## config.mk

```make
export PLATFORM = sky130hd
export DESIGN_NAME = lts_sequencer
export DESIGN_NICKNAME = d
export VERILOG_FILES = /design/src/rtl/lts_pkg.sv /design/src/rtl/lts_qualify.sv /design/src/rtl/lts_sequencer.sv /design/src/rtl/lts_tick.sv
export SDC_FILE = /design/constraint.sdc
export NUM_CORES = 1
export LEC_CHECK = 0
export CORE_UTILIZATION = 52
export CTS_BUF_LIST = sky130_fd_sc_hd__clkbuf_4
export CTS_CLUSTER_DIAMETER = 80
export DETAILED_ROUTE_END_ITERATION = 8
export DONT_BUFFER_PORTS = 1
export PLACE_DENSITY_LB_ADDON = 0.2
export SLEW_MARGIN = 20
export SYNTH_ARGS = -nofsm -noshare
export SYNTH_HDL_FRONTEND = slang
export SYNTH_HIERARCHICAL = 1
export SYNTH_SLANG_ARGS = --single-unit
```

## constraint.sdc

```tcl
create_clock -name clock -period 2.7 [get_ports clock]
set_input_delay 0.135 -clock clock [delete_from_list [all_inputs] [get_ports clock]]
set_output_delay 0.135 -clock clock [all_outputs]
set_load 0.01 [all_outputs]
```

## src/rtl/lts_pkg.sv

```systemverilog
// Shared constants, types and register map of the lamp test sequencer
package lts_pkg;

	// ------------------------------------------------------------
	// Sizes
	// ------------------------------------------------------------
	localparam int NUM_LAMPS = 62;
	localparam int NUM_OPERANDS = 8;
	localparam int SEL_W = 3;
	localparam int IDX_W = 6;
	localparam int CNT_W = 16;
	localparam int ADDR_W = 4;
	localparam int DATA_W = 8;
	localparam int IRQ_W = 4;

	// ------------------------------------------------------------
	// Timing: clock rate and millisecond time base
	// ------------------------------------------------------------
	localparam int CLOCK_HZ = 20_000_000;
	localparam int TICK_MS = 1;
	localparam int TICK_CYCLES = CLOCK_HZ / 1000 * TICK_MS;
	localparam int QUAL_MS = 250;
	localparam int STAGE1_MS = 60_000;
	localparam int STEP_MS = 1000;
	localparam int QUAL_TICKS = QUAL_MS / TICK_MS;
	localparam int STAGE1_TICKS = STAGE1_MS / TICK_MS;
	localparam int STEP_TICKS = STEP_MS / TICK_MS;

	// ------------------------------------------------------------
	// Register map
	// ------------------------------------------------------------
	localparam logic [ADDR_W-1:0] REG_CTRL = 4'h0;
	localparam logic [ADDR_W-1:0] REG_STATE = 4'h1;
	localparam logic [ADDR_W-1:0] REG_INT_STAT = 4'h2;
	localparam logic [ADDR_W-1:0] REG_INT_MASK = 4'h3;
	localparam logic [ADDR_W-1:0] REG_LAMP_IDX = 4'h4;
	localparam logic [DATA_W-1:0] CTRL_RESET = 8'h00;
	localparam logic [IRQ_W-1:0] INT_MASK_RESET = 4'h0;

	// ------------------------------------------------------------
	// Types
	// ------------------------------------------------------------
	typedef enum logic [3:0] {
		ST_IDLE = 4'h1,
		ST_STAGE1 = 4'h2,
		ST_STAGE2 = 4'h4,
		ST_STAGE3 = 4'h8
	} lts_state_type;

	typedef struct packed {
		logic [SEL_W-1:0] trigger_select;
		logic enable;
	} lts_ctrl_type;

	typedef struct packed {
		logic timeout;
		logic aborted;
		logic completed;
		logic started;
	} lts_event_type;

endpackage

```

## src/rtl/lts_qualify.sv

```systemverilog
// Pulse qualifier: a level change counts only once held long enough
`timescale 1ns/10ps
`default_nettype none
module lts_qualify #(
	parameter int QUAL_TICKS = lts_pkg::QUAL_TICKS
) (
	// Clock and reset
	input wire logic clock,
	input wire logic srst,
	// Time base and raw operand
	input wire logic tick,
	input wire logic raw,
	// Qualified level
	output logic level
);
	logic [lts_pkg::CNT_W-1:0] held;

	always_ff @(posedge clock) begin
		if (srst) begin
			held <= '0;
			level <= 1'b0;
		end else if (raw == level) begin
			held <= '0;
		end else if (tick) begin
			if (held == lts_pkg::CNT_W'(QUAL_TICKS - 1)) begin
				level <= raw;
				held <= '0;
			end else begin
				held <= held + 1'b1;
			end
		end
	end
endmodule
`default_nettype wire

```

## src/rtl/lts_sequencer.sv

```systemverilog
// Three-stage front-panel lamp test sequencer with register port
//
// Functional notes
// - Enabled test starts from selected operand
// - Test drives every lamp, pushbutton lamps too
// - Stage one lights all lamps while held
// - One minute held in stage one ends test
// - Release in stage one starts stage two
// - Stage two lights each lamp one second
// - Walk runs down columns, top left first
// - Stage two end enters stage three automatically
// - Stage three darkens each lamp one second
// - New rising edge aborts stage two or three
// - Both level and rising edge steer test
// - Operand pulses under 250 ms ignored
// - Test drives lamps, normal requests still stored
// - Test end shows stored lamp states at once
// - Reset key clears no targets during test
// - Active flag high from start until end
// - One started event pulse at test start
`timescale 1ns/10ps
`default_nettype none
module lts_sequencer #(
	parameter int TICK_CYCLES = lts_pkg::TICK_CYCLES,
	parameter int QUAL_TICKS = lts_pkg::QUAL_TICKS,
	parameter int STAGE1_TICKS = lts_pkg::STAGE1_TICKS,
	parameter int STEP_TICKS = lts_pkg::STEP_TICKS,
	parameter int NUM_LAMPS = lts_pkg::NUM_LAMPS
) (
	// Clock and reset
	input wire logic clock,
	input wire logic srst,
	// Relay logic inputs
	input wire logic [lts_pkg::NUM_OPERANDS-1:0] operands,
	input wire logic [NUM_LAMPS-1:0] normal_lamps,
	input wire logic reset_key,
	// Register port
	input wire logic [lts_pkg::ADDR_W-1:0] addr,
	input wire logic [lts_pkg::DATA_W-1:0] wr_data,
	input wire logic wr_en,
	input wire logic rd_en,
	output logic [lts_pkg::DATA_W-1:0] rd_data,
	// Panel and status outputs
	output logic [NUM_LAMPS-1:0] lamp_out,
	output logic lamp_check_active_flag,
	output logic lamp_check_started_event,
	output logic target_clear,
	output logic irq
);
	// ------------------------------------------------------------
	// Declarations
	// ------------------------------------------------------------
	lts_pkg::lts_ctrl_type ctrl;
	lts_pkg::lts_state_type state;
	lts_pkg::lts_state_type next_state;
	lts_pkg::lts_event_type next_event;
	logic [lts_pkg::IRQ_W-1:0] int_stat;
	logic [lts_pkg::IRQ_W-1:0] int_mask;
	logic [lts_pkg::CNT_W-1:0] ms_cnt;
	logic [lts_pkg::IDX_W-1:0] lamp_idx;
	logic [NUM_LAMPS-1:0] lamp_memory;
	logic [NUM_LAMPS-1:0] next_lamps;
	logic tick;
	logic trigger_raw;
	logic qual_level;
	logic qual_prev;
	logic qual_rise;
	logic qual_fall;
	logic step_done;
	logic last_lamp;
	logic stage1_limit;

	// ------------------------------------------------------------
	// Time base and operand qualification
	// ------------------------------------------------------------
	lts_tick #(
		.TICK_CYCLES(TICK_CYCLES)
	) u_tick (
		.clock(clock),
		.srst(srst),
		.tick(tick)
	);

	assign trigger_raw = operands[ctrl.trigger_select];

	lts_qualify #(
		.QUAL_TICKS(QUAL_TICKS)
	) u_qualify (
		.clock(clock),
		.srst(srst),
		.tick(tick),
		.raw(trigger_raw),
		.level(qual_level)
	);

	always_ff @(posedge clock) begin
		if (srst) begin
			qual_prev <= 1'b0;
		end else begin
			qual_prev <= qual_level;
		end
	end

	assign qual_rise = qual_level & ~qual_prev;
	assign qual_fall = ~qual_level & qual_prev;
	// Step timer runs only in the walks, or it would keep resetting the stage one limit
	assign step_done = tick && (ms_cnt == lts_pkg::CNT_W'(STEP_TICKS - 1))
		&& (state == lts_pkg::ST_STAGE2 || state == lts_pkg::ST_STAGE3);
	assign stage1_limit = tick && (ms_cnt == lts_pkg::CNT_W'(STAGE1_TICKS - 1));
	assign last_lamp = (lamp_idx == lts_pkg::IDX_W'(NUM_LAMPS - 1));

	// ------------------------------------------------------------
	// Sequence control
	// ------------------------------------------------------------
	always_comb begin
		next_state = state;
		next_event = '0;
		case (state)
			lts_pkg::ST_IDLE: begin
				if (ctrl.enable && qual_rise) begin
					next_state = lts_pkg::ST_STAGE1;
					next_event.started = 1'b1;
				end
			end
			lts_pkg::ST_STAGE1: begin
				if (stage1_limit) begin
					next_state = lts_pkg::ST_IDLE;
					next_event.timeout = 1'b1;
				end else if (qual_fall) begin
					next_state = lts_pkg::ST_STAGE2;
				end
			end
			lts_pkg::ST_STAGE2: begin
				if (qual_rise) begin
					next_state = lts_pkg::ST_IDLE;
					next_event.aborted = 1'b1;
				end else if (step_done && last_lamp) begin
					next_state = lts_pkg::ST_STAGE3;
				end
			end
			lts_pkg::ST_STAGE3: begin
				if (qual_rise) begin
					next_state = lts_pkg::ST_IDLE;
					next_event.aborted = 1'b1;
				end else if (step_done && last_lamp) begin
					next_state = lts_pkg::ST_IDLE;
					next_event.completed = 1'b1;
				end
			end
			default: begin
				next_state = lts_pkg::ST_IDLE;
			end
		endcase
		if (!ctrl.enable && state != lts_pkg::ST_IDLE) begin
			next_state = lts_pkg::ST_IDLE;
			next_event = '0;
			next_event.aborted = 1'b1;
		end
	end

	always_ff @(posedge clock) begin
		if (srst) begin
			state <= lts_pkg::ST_IDLE;
		end else begin
			state <= next_state;
		end
	end

	// Millisecond counter restarts on each state change and step
	always_ff @(posedge clock) begin
		if (srst || next_state != state || step_done) begin
			ms_cnt <= '0;
		end else if (tick) begin
			ms_cnt <= ms_cnt + 1'b1;
		end
	end

	// lamp vector is in column scan order, index 0 top left
	always_ff @(posedge clock) begin
		if (srst || next_state != state) begin
			lamp_idx <= '0;
		end else if (step_done && !last_lamp) begin
			lamp_idx <= lamp_idx + 1'b1;
		end
	end

	// ------------------------------------------------------------
	// Lamp drive
	// ------------------------------------------------------------
	// normal requests stored throughout the test
	always_ff @(posedge clock) begin
		if (srst) begin
			lamp_memory <= '0;
		end else begin
			lamp_memory <= normal_lamps;
		end
	end

	for (genvar g = 0; g < NUM_LAMPS; g++) begin : g_lamp
		always_comb begin
			case (state)
				lts_pkg::ST_STAGE1: next_lamps[g] = 1'b1;
				lts_pkg::ST_STAGE2: next_lamps[g] = (lamp_idx == lts_pkg::IDX_W'(g));
				lts_pkg::ST_STAGE3: next_lamps[g] = (lamp_idx != lts_pkg::IDX_W'(g));
				default: next_lamps[g] = lamp_memory[g];
			endcase
		end
	end

	always_ff @(posedge clock) begin
		if (srst) begin
			lamp_out <= '0;
		end else begin
			lamp_out <= next_lamps;
		end
	end

	// ------------------------------------------------------------
	// Status outputs
	// ------------------------------------------------------------
	always_ff @(posedge clock) begin
		if (srst) begin
			lamp_check_active_flag <= 1'b0;
			lamp_check_started_event <= 1'b0;
			target_clear <= 1'b0;
		end else begin
			lamp_check_active_flag <= (state != lts_pkg::ST_IDLE);
			lamp_check_started_event <= next_event.started;
			target_clear <= reset_key && (state == lts_pkg::ST_IDLE)
				&& (next_state == lts_pkg::ST_IDLE);
		end
	end

	// ------------------------------------------------------------
	// Register port and interrupt
	// ------------------------------------------------------------
	always_ff @(posedge clock) begin
		if (srst) begin
			ctrl <= lts_pkg::lts_ctrl_type'(lts_pkg::CTRL_RESET[lts_pkg::SEL_W:0]);
			int_mask <= lts_pkg::INT_MASK_RESET;
		end else if (wr_en) begin
			if (addr == lts_pkg::REG_CTRL) begin
				ctrl <= lts_pkg::lts_ctrl_type'(wr_data[lts_pkg::SEL_W:0]);
			end
			if (addr == lts_pkg::REG_INT_MASK) begin
				int_mask <= wr_data[lts_pkg::IRQ_W-1:0];
			end
		end
	end

	// Write one to clear; a new event in the same cycle wins
	always_ff @(posedge clock) begin
		if (srst) begin
			int_stat <= '0;
		end else if (wr_en && addr == lts_pkg::REG_INT_STAT) begin
			int_stat <= (int_stat & ~wr_data[lts_pkg::IRQ_W-1:0]) | next_event;
		end else begin
			int_stat <= int_stat | next_event;
		end
	end

	always_ff @(posedge clock) begin
		if (srst) begin
			irq <= 1'b0;
		end else begin
			irq <= |(int_stat & int_mask);
		end
	end

	always_ff @(posedge clock) begin
		if (srst) begin
			rd_data <= '0;
		end else if (rd_en) begin
			case (addr)
				lts_pkg::REG_CTRL: rd_data <= lts_pkg::DATA_W'(ctrl);
				lts_pkg::REG_STATE: rd_data <= lts_pkg::DATA_W'(state);
				lts_pkg::REG_INT_STAT: rd_data <= lts_pkg::DATA_W'(int_stat);
				lts_pkg::REG_INT_MASK: rd_data <= lts_pkg::DATA_W'(int_mask);
				lts_pkg::REG_LAMP_IDX: rd_data <= lts_pkg::DATA_W'(lamp_idx);
				default: rd_data <= '0;
			endcase
		end else begin
			rd_data <= '0;
		end
	end
endmodule
`default_nettype wire

```

## src/rtl/lts_tick.sv

```systemverilog
// Millisecond time base: one-cycle enable pulse from a divider
`timescale 1ns/10ps
`default_nettype none
module lts_tick #(
	parameter int TICK_CYCLES = lts_pkg::TICK_CYCLES
) (
	// Clock and reset
	input wire logic clock,
	input wire logic srst,
	// Time base
	output logic tick
);
	localparam int W = $clog2(TICK_CYCLES + 1);
	logic [W-1:0] count;

	always_ff @(posedge clock) begin
		if (srst) begin
			count <= '0;
			tick <= 1'b0;
		end else if (count == W'(TICK_CYCLES - 1)) begin
			count <= '0;
			tick <= 1'b1;
		end else begin
			count <= count + 1'b1;
			tick <= 1'b0;
		end
	end
endmodule
`default_nettype wire

```

=== Word-level counts from Yosys, hierarchy flattened ===
Index checks and enable logic that the tools add are counted.
Widths: inputs -> output; s select.

* Add/subtract/negate cells: 4
* Magnitude comparators: 1
* Equal/unequal tests: 138
* Multiplexer cells: 87
* Bitwise gates (word level): 11
* Reduce and logical (&&, ||, !) cells: 26

{| class="wikitable"
|+ Operators with widths
! operator !! number
|-
| $pmux 1 s3 || 62
|-
| $eq 6x6->1 const B || 30
|-
| $ne 6x6->1 const B || 30
|-
| $eq 6x5->1 const B || 16
|-
| $ne 6x5->1 const B || 16
|-
| $eq 6x4->1 const B || 8
|-
| $ne 6x4->1 const B || 8
|-
| $mux 4 || 10
|-
| $add 16x1->16 const B || 2
|-
| $pmux 6 s5 || 1
|-
| $eq 6x3->1 const B || 4
|-
| $ne 6x3->1 const B || 4
|-
| $eq 16x10->1 const B || 1
|-
| $eq 16x16->1 const B || 1
|-
| $eq 16x8->1 const B || 1
|-
| $mux 16 || 1
|-
| $pmux 4 s4 || 1
|-
| $add 15x1->15 const B || 1
|-
| $eq 15x15->1 const B || 1
|-
| $eq 4x1->1 const B || 3
|-
| $eq 4x2->1 const B || 3
|-
| $eq 6x2->1 const B || 2
|-
| $ne 6x2->1 const B || 2
|-
| $mux 1 || 11
|-
| 25 further kinds || 48
|}

* Register bits after elaboration: 208
* Bits of input ports: 87
* Output and inout bits: 74
* Word-level logic and storage cells: 286

=== Longest topological paths before layout ===
Gate-level depths: netlist (run 1).

* Depth after elaboration: 11
* Mapped depth: 9

=== Modules after synthesis ===
Netlist (run 1), hierarchy kept.

{| class="wikitable"
|+ By module, submodules not included
! module !! instances !! cells each !! area an instance (µm²)
|-
| lts_sequencer || 1 || 868 || 7584.8
|-
| lts_qualify || 1 || 94 || 840.8
|-
| lts_tick || 1 || 71 || 679.4
|}

=== Least setup slack after synthesis (run 1) ===
OpenSTA, ideal clock, no wires.

* Path kind: register to register
* Start: reg lamp_idx[1] in the netlist's numbering
* End: reg lamp_idx[4] in the netlist's numbering
* Arrival: 1.980 ns
* Data required time: 2.579 ns
* Path slack: 0.599 ns
* Cell stages (with the launch flop): 10
* Buffers on the path: 1
* Cell sequence: dfxtp_1 > inv_1 > ha_1 > nand3_1 > or2_2 > nor3_2 > a2bb2oi_2 > a22oi_2 > buf_4 > nor3_1

* Longest elaborated chain between the ends: 8
* Elaborated cells between the ends (all ways): 13
* Those cells by class: add/sub (1); eq/ne (2); mux (6); reduce/logical (4)

{| class="wikitable"
|+ Ends and longest elaborated chain
! element !! RTL line !! RTL
|-
| from (decl) || lts_sequencer.sv:60 || <nowiki>logic [lts_pkg::IDX_W-1:0] lamp_idx;</nowiki>
|-
| from (signal assigned) || lts_sequencer.sv:183 || <nowiki>lamp_idx <= lamp_idx + 1'b1;</nowiki>
|-
| $eq 6x6->1 || lts_sequencer.sv:110 || <nowiki>assign last_lamp = (lamp_idx == lts_pkg::IDX_W'(NUM_LAMPS - 1));</nowiki>
|-
| $logic_and 1x1->1 || lts_sequencer.sv:137, lts_sequencer.sv:145 ||
|-
| $mux 4, on equally long branches || lts_sequencer.sv:145, lts_sequencer.sv:137 ||
|-
| $mux 4, on equally long branches || lts_sequencer.sv:142, lts_sequencer.sv:134 ||
|-
| $pmux 4 s4 || lts_sequencer.sv:118 || <nowiki>case (state)</nowiki>
|-
| $mux 4 || lts_sequencer.sv:154 || <nowiki>if (!ctrl.enable && state != lts_pkg::ST_IDLE) begin</nowiki>
|-
| $ne 4x4->1 || lts_sequencer.sv:180 || <nowiki>if (srst || next_state != state) begin</nowiki>
|-
| $logic_or 1x1->1 || lts_sequencer.sv:180 ||
|}

Several ways; a longest one is shown, not always the timed one.
A chain may end at the register's enable or synchronous reset.

=== Final worst setup path (run 1) ===
* Start: reg lamp_idx[0] in the netlist's numbering
* End: reg ms_cnt[8] in the netlist's numbering

* Longest elaborated chain between the ends: 9
* Elaborated cells between the ends (all ways): 11
* Those cells by class: eq/ne (2); mux (6); reduce/logical (3)

{| class="wikitable"
|+ Ends and longest elaborated chain
! element !! RTL line !! RTL
|-
| $eq 6x6->1 (*) || lts_sequencer.sv:110 ||
|-
| $logic_and 1x1->1 (*) || lts_sequencer.sv:137, lts_sequencer.sv:145 ||
|-
| $mux 4, on equally long branches || lts_sequencer.sv:145, lts_sequencer.sv:137 ||
|-
| $mux 4, on equally long branches || lts_sequencer.sv:142, lts_sequencer.sv:134 ||
|-
| $pmux 4 s4 (*) || lts_sequencer.sv:118 ||
|-
| $mux 4 (*) || lts_sequencer.sv:154 ||
|-
| $ne 4x4->1 (*) || lts_sequencer.sv:171 || <nowiki>if (srst || next_state != state || step_done) begin</nowiki>
|-
| $logic_or 1x1->1 (*) (2 in series) || lts_sequencer.sv:171 ||
|-
| to (signal assigned) || lts_sequencer.sv:174 || <nowiki>ms_cnt <= ms_cnt + 1'b1;</nowiki>
|-
| to (decl) || lts_sequencer.sv:59 || <nowiki>logic [lts_pkg::CNT_W-1:0] ms_cnt;</nowiki>
|}

Every way passes the cells marked *; elsewhere a longest branch is shown, timed or not.

==> results.cfg, run 1 <==
[clock_tree]
cts_max_level = 2
ctsResizeCount = 0
cts_tree = yes
clkTransAtPathRegs_ps = 60
cts-buffers-inserted = 53
clk_latency_ps = 660
cts_setup_buffers = 0
clock-sinks = 206
cts.path.max_buffers = 3
cts_hold_buf = 79
cts_root_buf = clkbuf_4

[critical_path]
cp_data_arrival_time_ps = 2960
worstPathMaxFanout = 22
crit_type = register to register
cp_num_buf_inv = 1
slowest_stage = dfxtp_1
start_kind = register
cp_top_family = simple AND/OR/NAND/NOR gates
worstSetupEndpointType = register
slowest_delay_ps = 460
path_cells = ha_1 -> nand3_1 -> or2_2 -> nor3_2 -> a2bb2oi_2 -> a22oi_2 -> buf_4 -> nor4_1
required_ps = 3200

[pwr]
p_comb_share_pct = 5.0
p_leak_nw = 3.64
p_switching_mw = 1.42
swShare_pct = 23.7
pwr-share-seq_pct = 53.2
clockPowerShare_pct = 41.7
power.total_mw = 6.00
p_per_area_nw_per_um2 = 564
vdd_drop_max_v = 0.000347
power.internal_mw = 4.57

[synthesis]
muxShareOfSynthArea_pct = 3.06
ys_types = 70
synth_edf_count = 0
synth_compound_area_share_pct = 20.8
synth_fa_ha_area_share_pct = 1.10
ys.flop_type = dfxtp_1
synth_area_um2 = 9100
syn_inst = 1033
synth_top_family_by_area = compound AO/OA/AOI/OAI gates
synthXorXnorAreaFrac_pct = 4.62
avgSynthCellArea_um2 = 8.81
synth-simple-area-share_pct = 20.3
ys_ff_latch = 206
ys_seq_area_share_pct = 45.3
yosysWarnings = 6
async_flop_share_pct = 0

[routing]
drc = 0
drt-total-wl_mm = 23.4
initialDrtViolationCount = 539
drtPass1Iterations = 5
ant_nets = 0
wl_per_cell_um = 17.2
vias = 7865
routed_via_density = 5.78

[final_layout]
layout.cells.most_common = dfxtp_1
drive_gt1_share_pct = 10.5
layout_common_cells = 206 x dfxtp_1, 132 x o21ai_0, 84 x nor2_1
final_core_util_pct = 61.9
area_delta_synth_final_pct = 16.7
nets = 1193
design_area_um2 = 10600

[min_path]
hp-class = input pin to register

[run]
drv_cap = 0

[global_route]
antenna_found_initial = 1
grtUsageTotal_pct = 26.0
grt_pass1_wl_mm = 37.5
grt_max_degree = 152
gr-total-overflow = 0
grt_pass1_vias = 7427

[placement]
port_buffers = 0
place_area_um2 = 9190
gp_congestion = 0.797
hpwl_mm = 14.0
pre_cts_ws_ps = 273

[run_status]
status = completed

[sta]
period_share_pct = 91.3
tns_ps = 0
timing.final.max_slew_violations = 0
worst_pin_slew_ps = 972
setup_viol = 0
fin_skew_ps = 41.3
worst_slack_ps = 235
slew_headroom_pct = 35.2
max_freq_mhz = 406
fin_crit_ps = 2460
timing.final.hold_violations = 0
rsz0062_at_grt = no

[die]
coreArea_um2 = 17200
io_pins = 161
num_rows = 48
die_w_um = 134
initial_utilization_pct = 53.0
die-height_um = 134
dieArea_um2 = 18000
[tightest hold or removal path: cells and delay by family]
kind | cells | cell delay (ps)
AND/OR/NAND/NOR | 3 | 270
AO/OA/AOI/OAI | 2 | 260
[path summary, 6_finish.rpt]
check	startpoint	to	slack, ps	cells past startpoint
setup / recovery	lamp_idx[0]	ms_cnt[8]	240	8
hold / removal	addr[2]	rd_data[2]	80	5
setup reg to reg	lamp_idx[0]	ms_cnt[8]	240	8
hold reg to reg	u_tick/count[0]	u_tick/count[0]	460	1
[cell usage after synthesis, types with 8 or more instances]
master    count  area (µm²)
a211oi_1      9        67.6
a21oi_1      50         250
a31oi_1      49         307
and3_1        8        50.1
clkbuf_1     72         270
dfxtp_1     206        4120
ha_1          8         100
inv_1        12        45.0
mux2i_1      20         200
nand2_1      42         158
nand3_1      22         110
nand4_1      13        81.3
nor2_1       84         315
nor2b_1      67         419
nor3_1       23         115
nor4_1       17         106
o21ai_0     132         661
o31a_1       40         350
or3_1        12        75.1
xnor2_1      27         236
xor2_1       21         184
[state kept, by name (all words and copies together) (netlist names), 4 cells and up]
signal,count
int_stat,4
int_mask,4
lamp_out,62
rd_data,6
u_tick/count,15
lamp_idx,6
u_qualify/held,16
state,4
ms_cnt,16
lamp_memory,62
ctrl,4
[power groups by stage]
stage               registers [mW]  logic (mW)  clock network, mW
global route                  3.20       0.332               2.76
finish                        3.19       0.302               2.50
CTS                           3.19       0.300               2.56
detailed placement            3.26       0.165                  0
global placement              3.26       0.162                  0
floorplan                     3.24       0.177                  0
[cells by family (layout without fill, tap and decap cells)]
logic type | Yosys count | count (layout)
other | 1 | 3
xor gates and xnor gates | 48 | 48
adders and majority gates | 8 | 8
DFF | 206 | 206
and+or+nand+nor | 334 | 334
AOI/OAI and AO/OA | 310 | 310
muxes | 25 | 25
buffers and inverters | 101 | 201
[area by class of cell]
class,instances,area (µm²)
fill,1484,6550
tap,225,282
antenna,1,2.50
clock buffer,68,510
multi-input combinational,727,4560
timing repair buffer,98,988
sequential,206,4120
inverter,12,45.0
clock inverter,23,114
[routing by layer]
layer	vias up	GRT usage [%]	share of wire [%]
met1	3695	34.2	44
met4	0	10.9	3.3
met2	271	41.0	46
met3	59	6.16	6.5
li1	3840	-	-
met5	-	0	0
[metrics by stage]
stage,cells,hold WS [ps]
2_1_floorplan,1034,204
5_1_grt,1360,74.2
3_5_place_dp,1189,217
4_1_cts,1359,20.4
6_report,1360,82.2
3_3_place_gp,1189,217
No activity file was read; power rests on OpenSTA's default activity.
==> run 2: changes to the inputs <==
--- a/config.mk
+++ b/config.mk
@@ -5,6 +5,7 @@
 export SDC_FILE = /design/constraint.sdc
 export NUM_CORES = 1
 export LEC_CHECK = 0
+export ABC_AREA = 1
 export CORE_UTILIZATION = 52
 export CTS_BUF_LIST = sky130_fd_sc_hd__clkbuf_4
 export CTS_CLUSTER_DIAMETER = 80
==> results.cfg, run 2 <==
[die]
initial_utilization_pct = 53.5
io_pins = 161
coreArea_um2 = 16700
num_rows = 47
dieArea_um2 = 17700
die_w_um = 133
die-height_um = 133

[placement]
hpwl_mm = 14.4
gp_congestion = 0.933
port_buffers = 0
place_area_um2 = 9040

[final_layout]
top_regs = lamp_memory x62, lamp_out x62
drive_gt1_share_pct = 9.59
final_core_util_pct = 63.5
design_area_um2 = 10600
layout_common_cells = 243 x nand2_1, 242 x nor2_1, 206 x dfxtp_1
nets = 1432
area_delta_synth_final_pct = 18.7
layout.cells.most_common = nand2_1

[synthesis]
yosysMostFrequentCell = nor2_1
ys_ff_latch = 206
yosysWarnings = 6
syn_inst = 1238
synth.top_cell.area_share_pct = 46.2
avgSynthCellArea_um2 = 7.22
synth_area_leaders = dfxtp_1 46%, nor2_1 10%, nand2_1 10%
ys_seq_area_share_pct = 46.2
synth_edf_count = 0
synth.top_cells.by_count = 244 x nor2_1, 243 x nand2_1, 206 x dfxtp_1
ys.flop_type = dfxtp_1
ys_types = 41
synth_area_um2 = 8930
yosysTopAreaCell = dfxtp_1
async_flop_share_pct = 0

[critical_path]
required_ps = 3260
path_cells = nor2_1 -> nand2_2 -> nand2_4 -> inv_2 -> nor2_1 -> o21ai_1 -> nand2_1 -> nand2_1 -> nand2_1 -> nand2_1 -> nor2_2 -> nand3_4 -> nor2_1
slowest_stage = nand3_4
start_kind = register
slowest_delay_ps = 330
worstSetupEndpointType = register
worstPathMaxFanout = 17
cp_data_arrival_time_ps = 2870
crit_type = register to register
cp_common_cell = nand2_1
r2r_cells = 13

[clock_tree]
cts-buffers-inserted = 54
clkTransAtPathRegs_ps = 60
cts_tree = yes
clock-sinks = 206
cts.path.max_buffers = 3
cts_setup_buffers = 0
cts_root_buf = clkbuf_4
cts_max_level = 2
clk_latency_ps = 660

[routing]
drc = 0
routed_via_density = 5.05
wl_per_cell_um = 14.3
drtPass1Iterations = 8
ant_nets = 0
drt-total-wl_mm = 22.8
initialDrtViolationCount = 535
vias = 8068

[sta]
max_freq_mhz = 433
setup_viol = 0
tns_ps = 0
slew_headroom_pct = 50.7
timing.final.hold_violations = 0
period_share_pct = 85.6
timing.final.max_slew_violations = 0
holdWs_ps = 70.5
worst_pin_slew_ps = 734
rsz0062_at_grt = no
fin_crit_ps = 2310
fin_skew_ps = 34.8

[min_path]
hp-class = input pin to register
hold-path-cell-count = 4

[global_route]
antenna_found_initial = 1
grt_pass1_wl_mm = 36.6
grt_pass1_vias = 7703
grt_max_degree = 140
gr-total-overflow = 0
grtUsageTotal_pct = 25.8

[pwr]
p_switching_mw = 1.45
swShare_pct = 23.6
clockPowerShare_pct = 43.2
vdd_drop_max_v = 0.000400
p_leak_nw = 4.27
p_per_area_nw_per_um2 = 578
pwr-share-seq_pct = 52.1
power.internal_mw = 4.68
p_comb_share_pct = 4.7

[run_status]
status = completed

[run]
drv_cap = 0
==> run 2: cell count changes after synthesis, sizes merged, moves of 36 or more <==
cell and change:
nand2 +211, nor2 +180, inv +144, nor2b -67
o21ai -63, o31a -41, clkbuf -36
==> run 2: final timing paths <==
check | endpoint | slack [ps] | startpoint
worst max-delay path | ms_cnt[0] | 390 | state[1]
worst min-delay path | rd_data[0] | 70 | addr[1]
worst max register to register | ms_cnt[0] | 390 | state[1]
worst min register to register | lamp_out[15] | 450 | lamp_memory[15]
==> run 2: final cells by class <==
type	instances	area (µm²)
diodes	1	2.50
clock buffers	70	526
clock inverters	26	154
fillers	1500	6100
inverters	156	586
multi-input cells	827	4020
flip-flops and latches	206	4120
well taps	220	275
repair buffers	92	923
==> run 2: kinds of logic after synthesis <==
| kind of cell | after synthesis | synth area share, % |
|---|---|---|
| multiplexers | 1 | 0.112 |
| XOR/XNOR | 26 | 2.55 |
| other | 1 | 0.0420 |
| AO/OA/AOI/OAI | 197 | 12.5 |
| flip-flops | 206 | 46.2 |
| adder cells (fa/ha/maj) | 8 | 1.12 |
| AND/OR/NAND/NOR | 593 | 28.4 |
| buffers and inverters | 206 | 9.05 |
==> run 2: timing repair <==
| action | in CTS | in global routing |
|---|---|---|
| resized for setup | 0 | 1 |
| endpoints found under the hold margin | 184 | 0 |
| hold buffers | 86 | 0 |
| endpoints found under the setup margin | 0 | 6 |
==> run 2: power by group through the flow <==
stage | clock [mW] | sequential (mW) | combinational (mW)
after floorplan | 0 | 3.24 | 0.157
after global placement | 0 | 3.26 | 0.149
after detailed placement | 0 | 3.26 | 0.152
after CTS | 2.73 | 3.19 | 0.284
after global routing | 2.89 | 3.20 | 0.326
final | 2.65 | 3.19 | 0.291
==> run 2: per-layer routing <==
layer | vias to the layer above | GRT usage (%) | share of wire, % | wire length [µm]
li1 | 4153 | - | - | -
met1 | 3609 | 32.0 | 44 | 9980
met2 | 261 | 42.4 | 47 | 10700
met3 | 45 | 6.32 | 6.6 | 1520
met4 | 0 | 11.5 | 2.7 | 614
met5 | - | 0 | 0 | 0
==> run 2: critical path, delay by kind of cell, from the launching register on <==
kind                   cells  cell delay, ps
and+or+nand+nor           11            1760
buffers and inverters      1              70
AOI/OAI and AO/OA          1              70
DFF                        1             320
==> run 2: through the flow <==
stage | total power [mW] | instances | worst slack (ps)
floorplan | 3.40 | 1239 | 807
global placement | 3.41 | 1415 | 464
detailed placement | 3.41 | 1415 | 416
CTS | 6.21 | 1597 | 237
global route | 6.41 | 1598 | 76.9
finish | 6.13 | 1598 | 390
